File: config.mk
export PLATFORM = sky130hd
export DESIGN_NAME = calib_readout
export DESIGN_NICKNAME = d
export VERILOG_FILES = /design/src/rtl/calib_readout_pkg.sv /design/src/rtl/calib_readout.sv
export SDC_FILE = /design/constraint.sdc
export NUM_CORES = 1
export LEC_CHECK = 0
export ABC_AREA = 1
export ABC_CLOCK_PERIOD_IN_PS = 2250
export BUFFER_PORTS_ARGS = -buffer_cell sky130_fd_sc_hd__buf_2
export CAP_MARGIN = 20
export CELL_PAD_IN_SITES_DETAIL_PLACEMENT = 0
export CELL_PAD_IN_SITES_GLOBAL_PLACEMENT = 1
export CORE_ASPECT_RATIO = 0.9
export CORE_MARGIN = 3
export CORE_UTILIZATION = 36
export DETAILED_ROUTE_END_ITERATION = 8
export GPL_TIMING_DRIVEN = 1
export PLACE_DENSITY_LB_ADDON = 0.1
export SYNTH_ARGS = -nofsm -noshare
export SYNTH_HDL_FRONTEND = slang
export SYNTH_SLANG_ARGS = --single-unit
File: constraint.sdc
create_clock -name clk_i -period 2.25 [get_ports clk_i]
set_clock_uncertainty 0.15 [all_clocks]
set_input_delay 0.675 -clock clk_i [delete_from_list [all_inputs] [get_ports clk_i]]
set_output_delay 0.675 -clock clk_i [all_outputs]
set_load 0.03 [all_outputs]
File: src/rtl/calib_readout_pkg.sv
// Package for the calibration readout and DLL mode block.
// Assumes a single 100 MHz clock; commands arrive already sampled.
package calib_readout_pkg;
   // Mode register select codes on the bank address pins
   localparam logic [2:0] MODE_SEL_ZERO = 3'h0;
   localparam logic [2:0] MODE_SEL_ONE = 3'h1;
   localparam logic [2:0] MODE_SEL_THREE = 3'h3;
   // Address bit positions
   localparam int DLL_DIS_BIT = 0;
   localparam int PATTERN_EN_BIT = 2;
   localparam int CHOP_OTF_BIT = 1;
   localparam int CHOP_SEL_BIT = 12;
   localparam int NIBBLE_BIT = 2;
   localparam int DLL_RESET_BIT = 8;
   localparam int CL_LSB = 4;
   // Pattern of location zero, beat 0 in bit 0
   localparam logic [7:0] PATTERN_LOC0 = 8'hAA;
   localparam logic [1:0] LOC_ZERO = 2'h0;
   // Latency used by the block, cycles
   localparam logic [4:0] AL_CYC = 5'h00;
   localparam logic [4:0] DLL_OFF_CL = 5'h06;
   localparam logic [4:0] RESET_CL = 5'h06;
   localparam logic [3:0] BEATS_FULL = 4'h8;
   localparam logic [3:0] BEATS_CHOP = 4'h4;
   // Reset values
   localparam logic RESET_DLL_OFF = 1'b0;
   localparam logic RESET_PATTERN_EN = 1'b0;

   // Sampled command bus
   typedef struct packed {
      logic cs_b;
      logic ras_b;
      logic cas_b;
      logic we_b;
      logic [2:0] bank;
      logic [13:0] addr;
   } cmd_bus_t;

   // Data pins toward the controller
   typedef struct packed {
      logic [7:0] upper_byte_lane;
      logic [7:0] lower_byte_lane;
      logic strobe;
      logic drive;
   } dq_out_t;

   // Decoded command kinds
   typedef enum logic [3:0] {
      CMD_NONE = 4'h1,
      CMD_READ = 4'h2,
      CMD_MODE = 4'h4,
      CMD_OTHER = 4'h8
   } cmd_kind_t;
endpackage : calib_readout_pkg

File: src/rtl/calib_readout.sv
// Calibration pattern readout, NOP/deselect decode and DLL-off tracking.
// Assumes commands are synchronous to clk_i and controller obeys sequencing.
// Functional notes
// Mode register three bit 2 set turns pattern readout on; reads redirect.
// Only reads while pattern mode on; autoprecharge part is ignored.
// Pattern bit on lane bit 0; bits 7..1 copy it here.
// Controller keeps column bits 1..0 at zero.
// Full burst needs column bit 2 zero; beats return 0 to 7.
// Chopped burst returns beats 0-3 or 4-7 by column bit 2.
// Bank, column 9..3, autoprecharge and bit 11 are ignored.
// With on-the-fly chop enabled, bit 12 picks chopped or full burst.
// Pattern reads use ordinary read latency and timing.
// Controller issues pattern reads only with DLL locked; the bench also reads with DLL off and right after a DLL reset.
// Beat 0 carries pattern LSB, beat 7 carries MSB.
// Location zero gives 0,1,0,1...; other locations reserved.
// NOP registers no command; running bursts continue.
// Deselect ignores inputs; running bursts continue.
// Mode register one bit 0 set disables DLL until cleared.
// DLL-off supports read and write latency six.
// DLL-off read strobe launches at AL+CL-1 cycles.
// Controller may run any clock up to DLL-off maximum.
// Controller follows DLL-off entry sequence through self refresh.
// Controller holds CKE high, ODT low until tMOD after exit.
// Controller waits tXS, reprograms, waits tMOD.
// Controller follows DLL-on entry sequence through self refresh.
// Controller holds CKE high, ODT low until tDLLK.
// Clear DLL disable, wait tMRD, set DLL reset, wait tMRD.
// Controller waits tDLLK before DLL-dependent commands.
// Internal DLL-enabled state selects strobe launch timing.
`timescale 1ns/1ps
module calib_readout (
   input wire logic clk_i,
   input wire logic rst_b_i,
   input wire calib_readout_pkg::cmd_bus_t cmd_i,
   output logic [7:0] lower_byte_lane_o,
   output logic [7:0] upper_byte_lane_o,
   output logic dq_oe_o,
   output logic strobe_o,
   output logic pattern_en_o,
   output logic dll_off_o,
   output logic dll_reset_o,
   output logic array_read_o
);
   import calib_readout_pkg::*;

   logic pattern_en_reg;
   logic [1:0] loc_reg;
   logic dll_off_reg;
   logic chop_otf_reg;
   logic [4:0] cl_reg;
   logic dll_reset_reg;
   logic array_read_reg;
   cmd_kind_t kind;
   logic [4:0] wait_reg;
   logic wait_act_reg;
   logic chop_pend_reg;
   logic half_pend_reg;
   logic [3:0] beat_reg;
   logic [3:0] beats_left_reg;
   dq_out_t dq_reg;
   logic [7:0] pattern_sel;

   // Command decode; chip select high or NOP yields no command
   function automatic cmd_kind_t decode(input cmd_bus_t c);
      cmd_kind_t k;
      k = CMD_OTHER;
      // deselect ignored
      if (c.cs_b)
      begin
         k = CMD_NONE;
      end
      // NOP decode
      else if (c.ras_b && c.cas_b && c.we_b)
      begin
         k = CMD_NONE;
      end
      // autoprecharge read decodes as plain read
      else if (c.ras_b && !c.cas_b && c.we_b)
      begin
         k = CMD_READ;
      end
      else if (!c.ras_b && !c.cas_b && !c.we_b)
      begin
         k = CMD_MODE;
      end
      return k;
   endfunction : decode

   assign kind = decode(cmd_i);

   // Mode register shadow bits
   always_ff @(posedge clk_i or negedge rst_b_i)
   begin
      if (!rst_b_i)
      begin
         pattern_en_reg <= RESET_PATTERN_EN;
         loc_reg <= LOC_ZERO;
         dll_off_reg <= RESET_DLL_OFF;
         chop_otf_reg <= 1'b0;
         cl_reg <= RESET_CL;
         dll_reset_reg <= 1'b0;
      end
      else
      begin
         dll_reset_reg <= 1'b0;
         if (kind == CMD_MODE)
         begin
            unique case (cmd_i.bank)
               // pattern mode enable
               MODE_SEL_THREE:
               begin
                  pattern_en_reg <= cmd_i.addr[PATTERN_EN_BIT];
                  loc_reg <= cmd_i.addr[1:0];
               end
               // DLL disable bit
               MODE_SEL_ONE:
               begin
                  dll_off_reg <= cmd_i.addr[DLL_DIS_BIT];
               end
               // DLL reset start
               MODE_SEL_ZERO:
               begin
                  chop_otf_reg <= cmd_i.addr[CHOP_OTF_BIT];
                  cl_reg <= {1'b0, cmd_i.addr[CL_LSB +: 3]} + 5'h04;
                  dll_reset_reg <= cmd_i.addr[DLL_RESET_BIT];
               end
               default:
               begin
               end
            endcase
         end
      end
   end

   // DLL-off latency forced to six
   // launch one cycle early when DLL off; R26: state selects
   function automatic logic [4:0] read_delay(input logic off, input logic [4:0] cl);
      logic [4:0] d;
      d = off ? (AL_CYC + DLL_OFF_CL - 5'h01) : (AL_CYC + cl);
      return d - 5'h01;
   endfunction : read_delay

   // Read latency countdown, run for pattern reads only; array reads just pulse array_read_o
   // One countdown only: a read inside the wait is dropped, not queued
   always_ff @(posedge clk_i or negedge rst_b_i)
   begin
      if (!rst_b_i)
      begin
         wait_reg <= 5'h00;
         wait_act_reg <= 1'b0;
         chop_pend_reg <= 1'b0;
         half_pend_reg <= 1'b0;
         array_read_reg <= 1'b0;
      end
      else
      begin
         array_read_reg <= 1'b0;
         // same latency as array reads
         if (kind == CMD_READ && !wait_act_reg)
         begin
            wait_reg <= read_delay(dll_off_reg, cl_reg);
            wait_act_reg <= pattern_en_reg;
            array_read_reg <= !pattern_en_reg;
            // on-the-fly chop select; R7: other bits ignored
            chop_pend_reg <= chop_otf_reg && !cmd_i.addr[CHOP_SEL_BIT];
            half_pend_reg <= cmd_i.addr[NIBBLE_BIT];
         end
         else if (wait_act_reg)
         begin
            if (wait_reg == 5'h00)
            begin
               wait_act_reg <= 1'b0;
            end
            else
            begin
               wait_reg <= wait_reg - 5'h01;
            end
         end
      end
   end

   // location zero pattern, reserved locations read zero
   assign pattern_sel = (loc_reg == LOC_ZERO) ? PATTERN_LOC0 : 8'h00;

   // Burst shifter; R13/R14 keep it running through NOP and deselect; a new burst start restarts it
   always_ff @(posedge clk_i or negedge rst_b_i)
   begin
      if (!rst_b_i)
      begin
         beat_reg <= 4'h0;
         beats_left_reg <= 4'h0;
         dq_reg <= '0;
      end
      else if (wait_act_reg && wait_reg == 5'h00)
      begin
         // full burst from beat 0; R6: chop picks nibble
         beat_reg <= (chop_pend_reg && half_pend_reg) ? 4'h5 : 4'h1;
         beats_left_reg <= (chop_pend_reg ? BEATS_CHOP : BEATS_FULL) - 4'h1;
         // bit copied onto all lane bits; R11: LSB first
         dq_reg.lower_byte_lane <= {8{pattern_sel[(chop_pend_reg && half_pend_reg) ? 4 : 0]}};
         dq_reg.upper_byte_lane <= {8{pattern_sel[(chop_pend_reg && half_pend_reg) ? 4 : 0]}};
         dq_reg.strobe <= 1'b1;
         dq_reg.drive <= 1'b1;
      end
      else if (beats_left_reg != 4'h0)
      begin
         beat_reg <= beat_reg + 4'h1;
         beats_left_reg <= beats_left_reg - 4'h1;
         dq_reg.lower_byte_lane <= {8{pattern_sel[beat_reg[2:0]]}};
         dq_reg.upper_byte_lane <= {8{pattern_sel[beat_reg[2:0]]}};
         dq_reg.strobe <= !dq_reg.strobe;
         dq_reg.drive <= 1'b1;
      end
      else
      begin
         dq_reg <= '0;
      end
   end

   // Outputs straight from flip-flops
   assign lower_byte_lane_o = dq_reg.lower_byte_lane;
   assign upper_byte_lane_o = dq_reg.upper_byte_lane;
   assign dq_oe_o = dq_reg.drive;
   assign strobe_o = dq_reg.strobe;
   assign pattern_en_o = pattern_en_reg;
   assign dll_off_o = dll_off_reg;
   assign dll_reset_o = dll_reset_reg;
   assign array_read_o = array_read_reg;
endmodule : calib_readout

==> summary.txt, run 1 <==
# hold bufs at CTS: 0
first-pass GRT wire length: 5090 microns
Seq pwr share: 38.6%
min Tclk post-route: 1.88 ns
total grt overflow: 0
DRT iter0 DRCs: 28
vias: 1179
P_sw: 741 uW
Worst Path Arrival: 1.05 ns
final RePlAce weighted congestion: 0.740
IO buf count: 38
Vias/cell: 4.59
Power Dens Cells: 1110 nW/um^2
post-layout util: 43.7%
crit path kind: reg2out
initial core utilization: 38.4%
HP Class: in2async
synth unique cells: 27
clk_lat worst skew: 0.27 ns
TritonCTS clock tree: built
HPWL Detailed: 2360 microns
family with the most delay on the worst path: flip-flops
Worst R2R Setup Slack: 0.46 ns
Area Overhead vs Synth: 13.8%
WHS: 0.238 ns
Final Hold Viols: 0
DR WL met2: 1380 microns
Post-DRT Antenna Nets: 0
Die W: 73.2 microns
nets: 237
CTS Buf Count: 3
max_cap viols: 0
mux cell area share after synthesis: 0%
Final setup viols: 0
Worst Setup Slack, final: 0.371 ns
Fmax: 532 MHz
Clock Sinks: 26
routed wire length on met3: 198 microns
post-cts resize count: 0
startpoint types: flop
pin count of the biggest net entering global routing: 27
crit-path max cell delay: 0.52 ns
most frequent cells in the layout: 47 x nand2_1, 38 x buf_2, 29 x inv_1
Slew HR: 61.9%
share of the synthesized area in the top cell type: 41.0%
cell taking the most area after synthesis: dfrtp_1
Placeable Area: 3810 sq um
setup bufs post-CTS: 0
Syn Area/Cell: 7.96 sq um
number of I/O pins: 45
CP Cell Sequence: buf_2
WL per Instance: 11.4 microns
xor/xnor cell area share of the yosys netlist: 0%
cell area after synthesis: 1460 sq um
RSZ-0062 raised after global routing: false
clock slew at reported path FFs: 0.09 ns
total negative slack: 0 ns
Post-Syn Instances: 184
DRC errors left: 0
CP max stage cell: dfrtp_1
largest family of logic cells by synthesized area: simple AND/OR/NAND/NOR gates
Slew Limit Fails: 0
max reg flops: 5
worst slack, placed: 0.0995 ns
simple-gate share of the synthesized area: 30.8%
CTS root buf: clkbuf_8
DR top layer: met4
Seq/Total Area, Yosys: 44.6%
Pre-antenna DRT Iters: 4
# rows: 21
Combinational Power Share: 40.6%
Total Wirelength: 2930 microns
syn nets: 209
commonest non-fill, non-tap cell in the layout: nand2_1
Buf/Inv on CP: 1
clock power share: 20.8%
worst-path maximum fanout: 16
H-Tree Depth: 1
diode count: 0
die area: 4870 sq um
Inst Count DP: 253
clock tree buffer depth: 2
DRT met1 WL: 1320 microns
Yosys reg bits: 26
Internal: 1110 uW
Die Y: 66.5 microns
Synth Area in Adders: 1.71%
Peak supply drop: 0.406 mV
Worst Max-Slew Pin Slew: 0.572 ns
critical path capture point type: primary output
worst path required time: 1.42 ns
Post-Layout Cell Count: 257
initial antenna violation count: 0
Area contributors post-synth: dfrtp_1 41%, nand2_1 12%, buf_4 7.7%, inv_1 7.4%, o21ai_0 4.1%
vias in the first global route: 1125
LEAKAGE: 0.000933 uW
sw frac: 39.9%
period utilization: 83.5%
warning count from the yosys run: 0
layout cells sized above 1: 30.3%
status: finished, final reports clean
Synth Area in Compound Gates: 6.24%
global-route usage over all layers: 13.7%
-- metrics by stage --
step	instance area (sq um)	total power, uW
after global placement	1600	1470
after global routing	1670	2030
after CTS	1670	1880
final	1670	1860
after floorplan	1460	1330
after detailed placement	1600	1490
-- cells in the mapped netlist --
library cell  number
nand3_2            1
nand3_1           10
o21a_1             1
dfstp_2            2
dfrtp_1           24
nor2_1            14
nand4_1            1
nor4_1             2
o21bai_1           1
nand3b_1           1
nand2_1           47
buf_4             15
inv_1             29
nand2_2            5
nand2_4            1
inv_2              3
a31oi_1            1
o21ai_1            1
nor2_4             3
nand4_2            1
buf_6              1
ha_1               2
o21ai_0           12
nor3_2             1
nand3_4            1
a21oi_1            1
nor2_2             3
-- power groups by stage --
stage	Sequential, uW	Combinational (uW)	Clock, uW
floorplan	756	575	0
global placement	722	747	0
detailed placement	727	759	0
CTS	719	764	401
global route	741	869	422
finish	717	753	386
-- path summary, 6_finish.rpt --
path / startpoint / cells after the start / end
setup / recovery: lower_byte_lane_o[6] / 1 / upper_byte_lane_o[5]
hold / removal: rst_b_i / 1 / wait_reg[3]
setup reg to reg: wait_act_reg / 11 / wait_reg[4]
hold reg to reg: strobe_o / 1 / strobe_o
max in group asynchronous: rst_b_i / 1 / cl_reg[1]
min in group clk_i: strobe_o / 1 / strobe_o
-- kinds of logic after synthesis --
kind of cell,Yosys count
compound gates,17
buf+inv,48
flops,26
fa+ha+maj,2
simple gates,91
-- layer usage --
metal  global-route usage [%]  vias to the layer above
met4                     3.46                        0
met1                     17.4                      523
met5                        0                        -
met3                     3.17                        5
met2                     23.2                       44
li1                         -                      607
-- area by class of cell --
| cell class | count | area [sq um] |
|---|---|---|
| Fill cell | 390 | 2140 |
| Inverter | 32 | 120 |
| Multi-Input combinational cell | 110 | 567 |
| Clock inverter | 1 | 30.0 |
| Clock buffer | 3 | 41.3 |
| Timing Repair Buffer | 39 | 198 |
| Tap cell | 46 | 57.6 |
| Sequential cell | 26 | 653 |
(Power assumes the default switching activity.)
==> run 2, diff against run 1 <==
--- a/config.mk
+++ b/config.mk
@@ -6,14 +6,14 @@
 export NUM_CORES = 1
 export LEC_CHECK = 0
 export ABC_AREA = 1
-export ABC_CLOCK_PERIOD_IN_PS = 2250
+export ABC_CLOCK_PERIOD_IN_PS = 1600
 export BUFFER_PORTS_ARGS = -buffer_cell sky130_fd_sc_hd__buf_2
 export CAP_MARGIN = 20
 export CELL_PAD_IN_SITES_DETAIL_PLACEMENT = 0
 export CELL_PAD_IN_SITES_GLOBAL_PLACEMENT = 1
 export CORE_ASPECT_RATIO = 0.9
 export CORE_MARGIN = 3
-export CORE_UTILIZATION = 36
+export CORE_UTILIZATION = 32
 export DETAILED_ROUTE_END_ITERATION = 8
 export GPL_TIMING_DRIVEN = 1
 export PLACE_DENSITY_LB_ADDON = 0.1
==> constraint.sdc (replaced) <==
create_clock -name clk_i -period 1.6 [get_ports clk_i]
set_clock_uncertainty 0.15 [all_clocks]
set_input_delay 0.48 -clock clk_i [delete_from_list [all_inputs] [get_ports clk_i]]
set_output_delay 0.48 -clock clk_i [all_outputs]
set_load 0.03 [all_outputs]
==> run 2 against run 1 <==
The run now ends with negative setup slack left; die area grew 11%; sequential power increased by 42%; design area grew 24%; global-route usage shrank 1.8 points; first-iteration DRC count down 14%; setup slack got worse by 0.44 ns; critical path type is now reg2reg; largest cell class is now multi-input gates.
==> summary.txt, run 2 (synthesis gave the netlist of run 1 again) <==
failing checks: negative setup slack
Power Dens Cells: 1490 nW/um^2
Area after DPL: 1750 sq um
Slew HR: 76.0%
diode count: 0
Slew Limit Fails: 0
Worst Path Arrival: 1.71 ns
Die W: 77.3 microns
H-Tree Depth: 1
vias: 1262
most frequent cells in the layout: 43 x nand2_1, 27 x inv_1, 23 x dfrtp_1
worst-path maximum fanout: 4
clock slew at reported path FFs: 0.09 ns
commonest non-fill, non-tap cell in the layout: nand2_1
IO buf count: 38
clk_lat worst skew: 0.27 ns
nets: 259
die area: 5420 sq um
WL per Instance: 11.2 microns
# hold bufs at CTS: 0
Worst Setup Slack, final: -0.0645 ns
CTS Buf Count: 3
Vias/cell: 4.31
Placeable Area: 4240 sq um
pin count of the biggest net entering global routing: 27
first-pass GRT wire length: 5220 microns
clock power share: 17.7%
global-route usage over all layers: 11.9%
HPWL Detailed: 2510 microns
Post-Layout Inst Area: 2060 sq um
max reg flops: 5
status: complete, but fails checks
Power, Total: 3070 uW
initial core utilization: 34.5%
startpoint types: flop
vias in the first global route: 1168
clock tree buffer depth: 2
worst path required time: 1.64 ns
number of I/O pins: 45
critical path capture point type: flop
P_sw: 1240 uW
Clock Sinks: 26
Worst Max-Slew Pin Slew: 0.357 ns
layout cells sized above 1: 43.8%
Post-DRT Antenna Nets: 0
LEAKAGE: 0.00107 uW
# rows: 22
sw frac: 40.5%
RSZ-0062 raised after global routing: true
max_cap viols: 0
Area Overhead vs Synth: 40.8%
Pre-antenna DRT Iters: 5
Fmax: 601 MHz
initial antenna violation count: 0
CTS root buf: clkbuf_8
total grt overflow: 0
final RePlAce weighted congestion: 0.800
crit path kind: reg2reg
Seq pwr share: 33.2%
Die Y: 70.2 microns
DRC errors left: 0
Final setup viols: 19
Final Hold Viols: 0
Internal: 1830 uW
Combinational Power Share: 49.1%
Peak supply drop: 0.723 mV
period utilization: 104%
DRT iter0 DRCs: 24
Total Wirelength: 3280 microns
TritonCTS clock tree: built
HP Class: in2async
min Tclk post-route: 1.66 ns
-- run 2: cell types whose count changed in the layout (fill, tap and decap cells not counted), sizes merged --
cell,before,now
buf,39,61
-- run 2: layer usage --
layer	track usage (%)	part of all wire, %	up-vias
met3	3.35	5.4	2
li1	-	-	651
met5	0	0	-
met1	15.7	47	574
met2	19.7	47	35
met4	1.78	0.58	0
-- run 2: timing repair --
item	4_1_cts	5_1_grt
cloned	0	0
endpoints found under the setup margin	19	24
setup buffers	2	4
gates resized for setup	7	68
pin swaps	10	11
-- run 2: critical path: stages, from the launching register on --
cell     delay (ns)
dfrtp_1        0.43
buf_6          0.14
nor2_4         0.13
nand3_4        0.12
nand2_2        0.08
nand2_2        0.07
ha_4           0.18
inv_2          0.05
nand3_2        0.06
a31oi_2        0.18
-- run 2: through the flow --
| stage | setup WS, ns | utilization, % | std cells | hold slack [ns] | setup TNS, ns |
|---|---|---|---|---|---|
| 6_report | -0.0645 | 48.6 | 293 | 0.0351 | -0.255 |
| 5_1_grt | -0.154 | 48.6 | 293 | 0.0517 | -1.12 |
| 4_1_cts | -0.0353 | 43.9 | 289 | 0.0476 | -0.360 |
| 3_5_place_dp | -0.215 | 41.4 | 283 | 0.301 | -1.20 |
| 3_3_place_gp | -0.175 | 41.4 | 283 | 0.300 | -0.763 |
| 2_1_floorplan | -0.00136 | - | 184 | 0.0344 | -0.00136 |
-- run 2: final timing paths --
kind                         startpoint            to  slack, ns  depth (start not counted)
min reg2reg                pattern_en_o  array_read_o       0.30                          1
max                        wait_act_reg   wait_reg[2]      -0.06                          9
max reg2reg                wait_act_reg   wait_reg[2]      -0.06                          9
min                             rst_b_i   wait_reg[4]       0.04                          2
min in group clk_i             cmd_i[5]     cl_reg[1]       0.25                          3
max in group asynchronous       rst_b_i     cl_reg[1]       0.96                          2
-- run 2: area by class of cell --
type | count | area [sq um]
Sequential cell | 26 | 654
Inverter | 32 | 123
Tap cell | 60 | 75.1
Fill cell | 428 | 2180
Clock inverter | 1 | 30.0
Timing Repair Buffer | 61 | 478
Clock buffer | 3 | 41.3
Multi-Input combinational cell | 110 | 659
-- run 2: power groups by stage --
stage	Clock, uW	Combinational, uW	Sequential (uW)
floorplan	0	833	1060
global placement	0	1190	1010
detailed placement	0	1230	1020
CTS	561	1280	1010
global route	600	1670	1040
finish	544	1510	1020
==> run 3, diff against run 2 <==
--- a/config.mk
+++ b/config.mk
@@ -17,6 +17,7 @@
 export DETAILED_ROUTE_END_ITERATION = 8
 export GPL_TIMING_DRIVEN = 1
 export PLACE_DENSITY_LB_ADDON = 0.1
+export RECOVER_POWER = 25
 export SYNTH_ARGS = -nofsm -noshare
 export SYNTH_HDL_FRONTEND = slang
 export SYNTH_SLANG_ARGS = --single-unit
==> run 3 against run 2 <==
The run still ends with negative setup slack left; fmax unchanged; combinational power about the same; setup slack unchanged; register-to-register slack about the same; sequential cell count unchanged; non-clock buffer count unchanged; first-iteration DRC count unchanged; design area decreased by 0.12%; total power about the same; die area unchanged; largest cell class unchanged; highest routed layer unchanged.
==> summary.txt, run 3 (synthesis gave the netlist of run 1 again) <==
status: complete, but fails checks
failing checks: negative setup slack
layout cells sized above 1: 43.8%
diode count: 0
CP dominant cell by count: nand2_2
Filler Cells Inserted: 429
number of I/O pins: 45
startpoint types: flop
pin count of the biggest net entering global routing: 27
Placeable Area: 4240 sq um
initial core utilization: 34.5%
DRC errors left: 0
r2r worst-path depth: 9
RSZ-0062 raised after global routing: true
commonest non-fill, non-tap cell in the layout: nand2_1
worst path required time: 1.64 ns
vias in the first global route: 1168
max reg flops: 5
routed wire length on met3: 176 microns
period utilization: 104%
Slew Limit Fails: 0
WL per Instance: 11.2 microns
Area after DPL: 1750 sq um
Die W: 77.3 microns
WHS: 0.147 ns
max_cap viols: 0
CTS Buf Count: 3
# hold bufs at CTS: 0
Post-Layout Cell Count: 293
Area Overhead vs Synth: 40.6%
Final setup viols: 19
nets: 259
critical path capture point type: flop
Final Hold Viols: 0
DR WL met2: 1550 microns
DRT iter0 DRCs: 24
final RePlAce weighted congestion: 0.800
crit path kind: reg2reg
IO buf count: 38
Worst Path Arrival: 1.71 ns
worst-path maximum fanout: 4
HPWL Detailed: 2510 microns
TritonCTS clock tree: built
clk_lat worst skew: 0.27 ns
clock tree buffer depth: 2
Worst Setup Slack, final: -0.0645 ns
most frequent cells in the layout: 43 x nand2_1, 27 x inv_1, 23 x dfrtp_1
Post-DRT Antenna Nets: 0
Power, Total: 3070 uW
CP Cell Sequence: buf_6 -> nor2_4 -> nand3_4 -> nand2_2 -> nand2_2 -> ha_4 -> inv_2 -> nand3_2 -> a31oi_2
Fmax: 601 MHz
die area: 5420 sq um
min Tclk post-route: 1.66 ns
worst slack, placed: -0.215 ns
Inst Count DP: 283
# rows: 22
first-pass GRT wire length: 5220 microns
CTS root buf: clkbuf_8
initial antenna violation count: 0
LEAKAGE: 0.00107 uW
CP max stage cell: dfrtp_1
Slew HR: 57.3%
clock slew at reported path FFs: 0.09 ns
global-route usage over all layers: 11.9%
Pre-antenna DRT Iters: 5
Peak supply drop: 0.723 mV
crit-path max cell delay: 0.43 ns
Power Dens Cells: 1490 nW/um^2
DRT met1 WL: 1540 microns
Die Y: 70.2 microns
Vias/cell: 4.31
H-Tree Depth: 1
HP Class: in2async
Clock Sinks: 26
total grt overflow: 0
vias: 1263
DR top layer: met4
Total Wirelength: 3280 microns
Post-Layout Inst Area: 2060 sq um
Worst Max-Slew Pin Slew: 0.640 ns
[run 3: changes by cell type in the layout (fill, tap and decap cells not counted)]
cell and delta:
clkbuf_2 +1, buf_4 -1
[run 3: metal layers]
| metal | vias up | GRT usage (%) |
|---|---|---|
| li1 | 652 | - |
| met5 | - | 0 |
| met2 | 35 | 19.7 |
| met1 | 574 | 15.7 |
| met3 | 2 | 3.35 |
| met4 | 0 | 1.78 |
[run 3: per-stage QoR]
step	TNS [ns]	util, %
finish	-0.255	48.6
global route	-1.12	48.6
CTS	-0.360	43.9
detailed placement	-1.20	41.4
global placement	-0.763	41.4
floorplan	-0.00136	-
[run 3: final timing paths]
check	startpoint	to	slack, ns
worst max register to register	wait_act_reg	wait_reg[2]	-0.06
worst min register to register	pattern_en_o	array_read_o	0.30
max in group asynchronous	rst_b_i	lower_byte_lane_o[6]	0.71
worst max-delay path	wait_act_reg	wait_reg[2]	-0.06
min in group clk_i	cmd_i[5]	cl_reg[1]	0.25
worst min-delay path	rst_b_i	wait_reg[4]	0.15
[run 3: repair_timing]
| action | in CTS | in global routing |
|---|---|---|
| endpoints found under the hold margin | 0 | 0 |
| endpoints found under the setup margin | 19 | 24 |
| buffers inserted | 2 | 4 |
| resized for setup | 7 | 68 |
| pin swaps | 10 | 11 |
[run 3: where the power goes]
group	leakage (uW)	switching (uW)	internal, uW
clock	0.0000357	210	335
combinational	0.000718	882	623
sequential	0.000312	150	869
total	0.00107	1240	1830
[run 3: area by class of cell]
type                    count  area [sq um]  area share (%)
clock buffers               3          41.3            2.01
clock inverters             1          30.0            1.46
inverters                  32           123            5.96
multi-input cells         110           659            32.0
flip-flops and latches     26           654            31.8
well taps                  60          75.1            3.65
repair buffers             61           475            23.1
[run 3: critical path: cells and delay by family, from the launching register on]
kind / cells / cell delay (ns)
AO/OA/AOI/OAI: 1 / 0.18
adder cells (fa/ha/maj): 1 / 0.18
buffers and inverters: 2 / 0.19
flip-flops: 1 / 0.43
AND/OR/NAND/NOR: 5 / 0.46
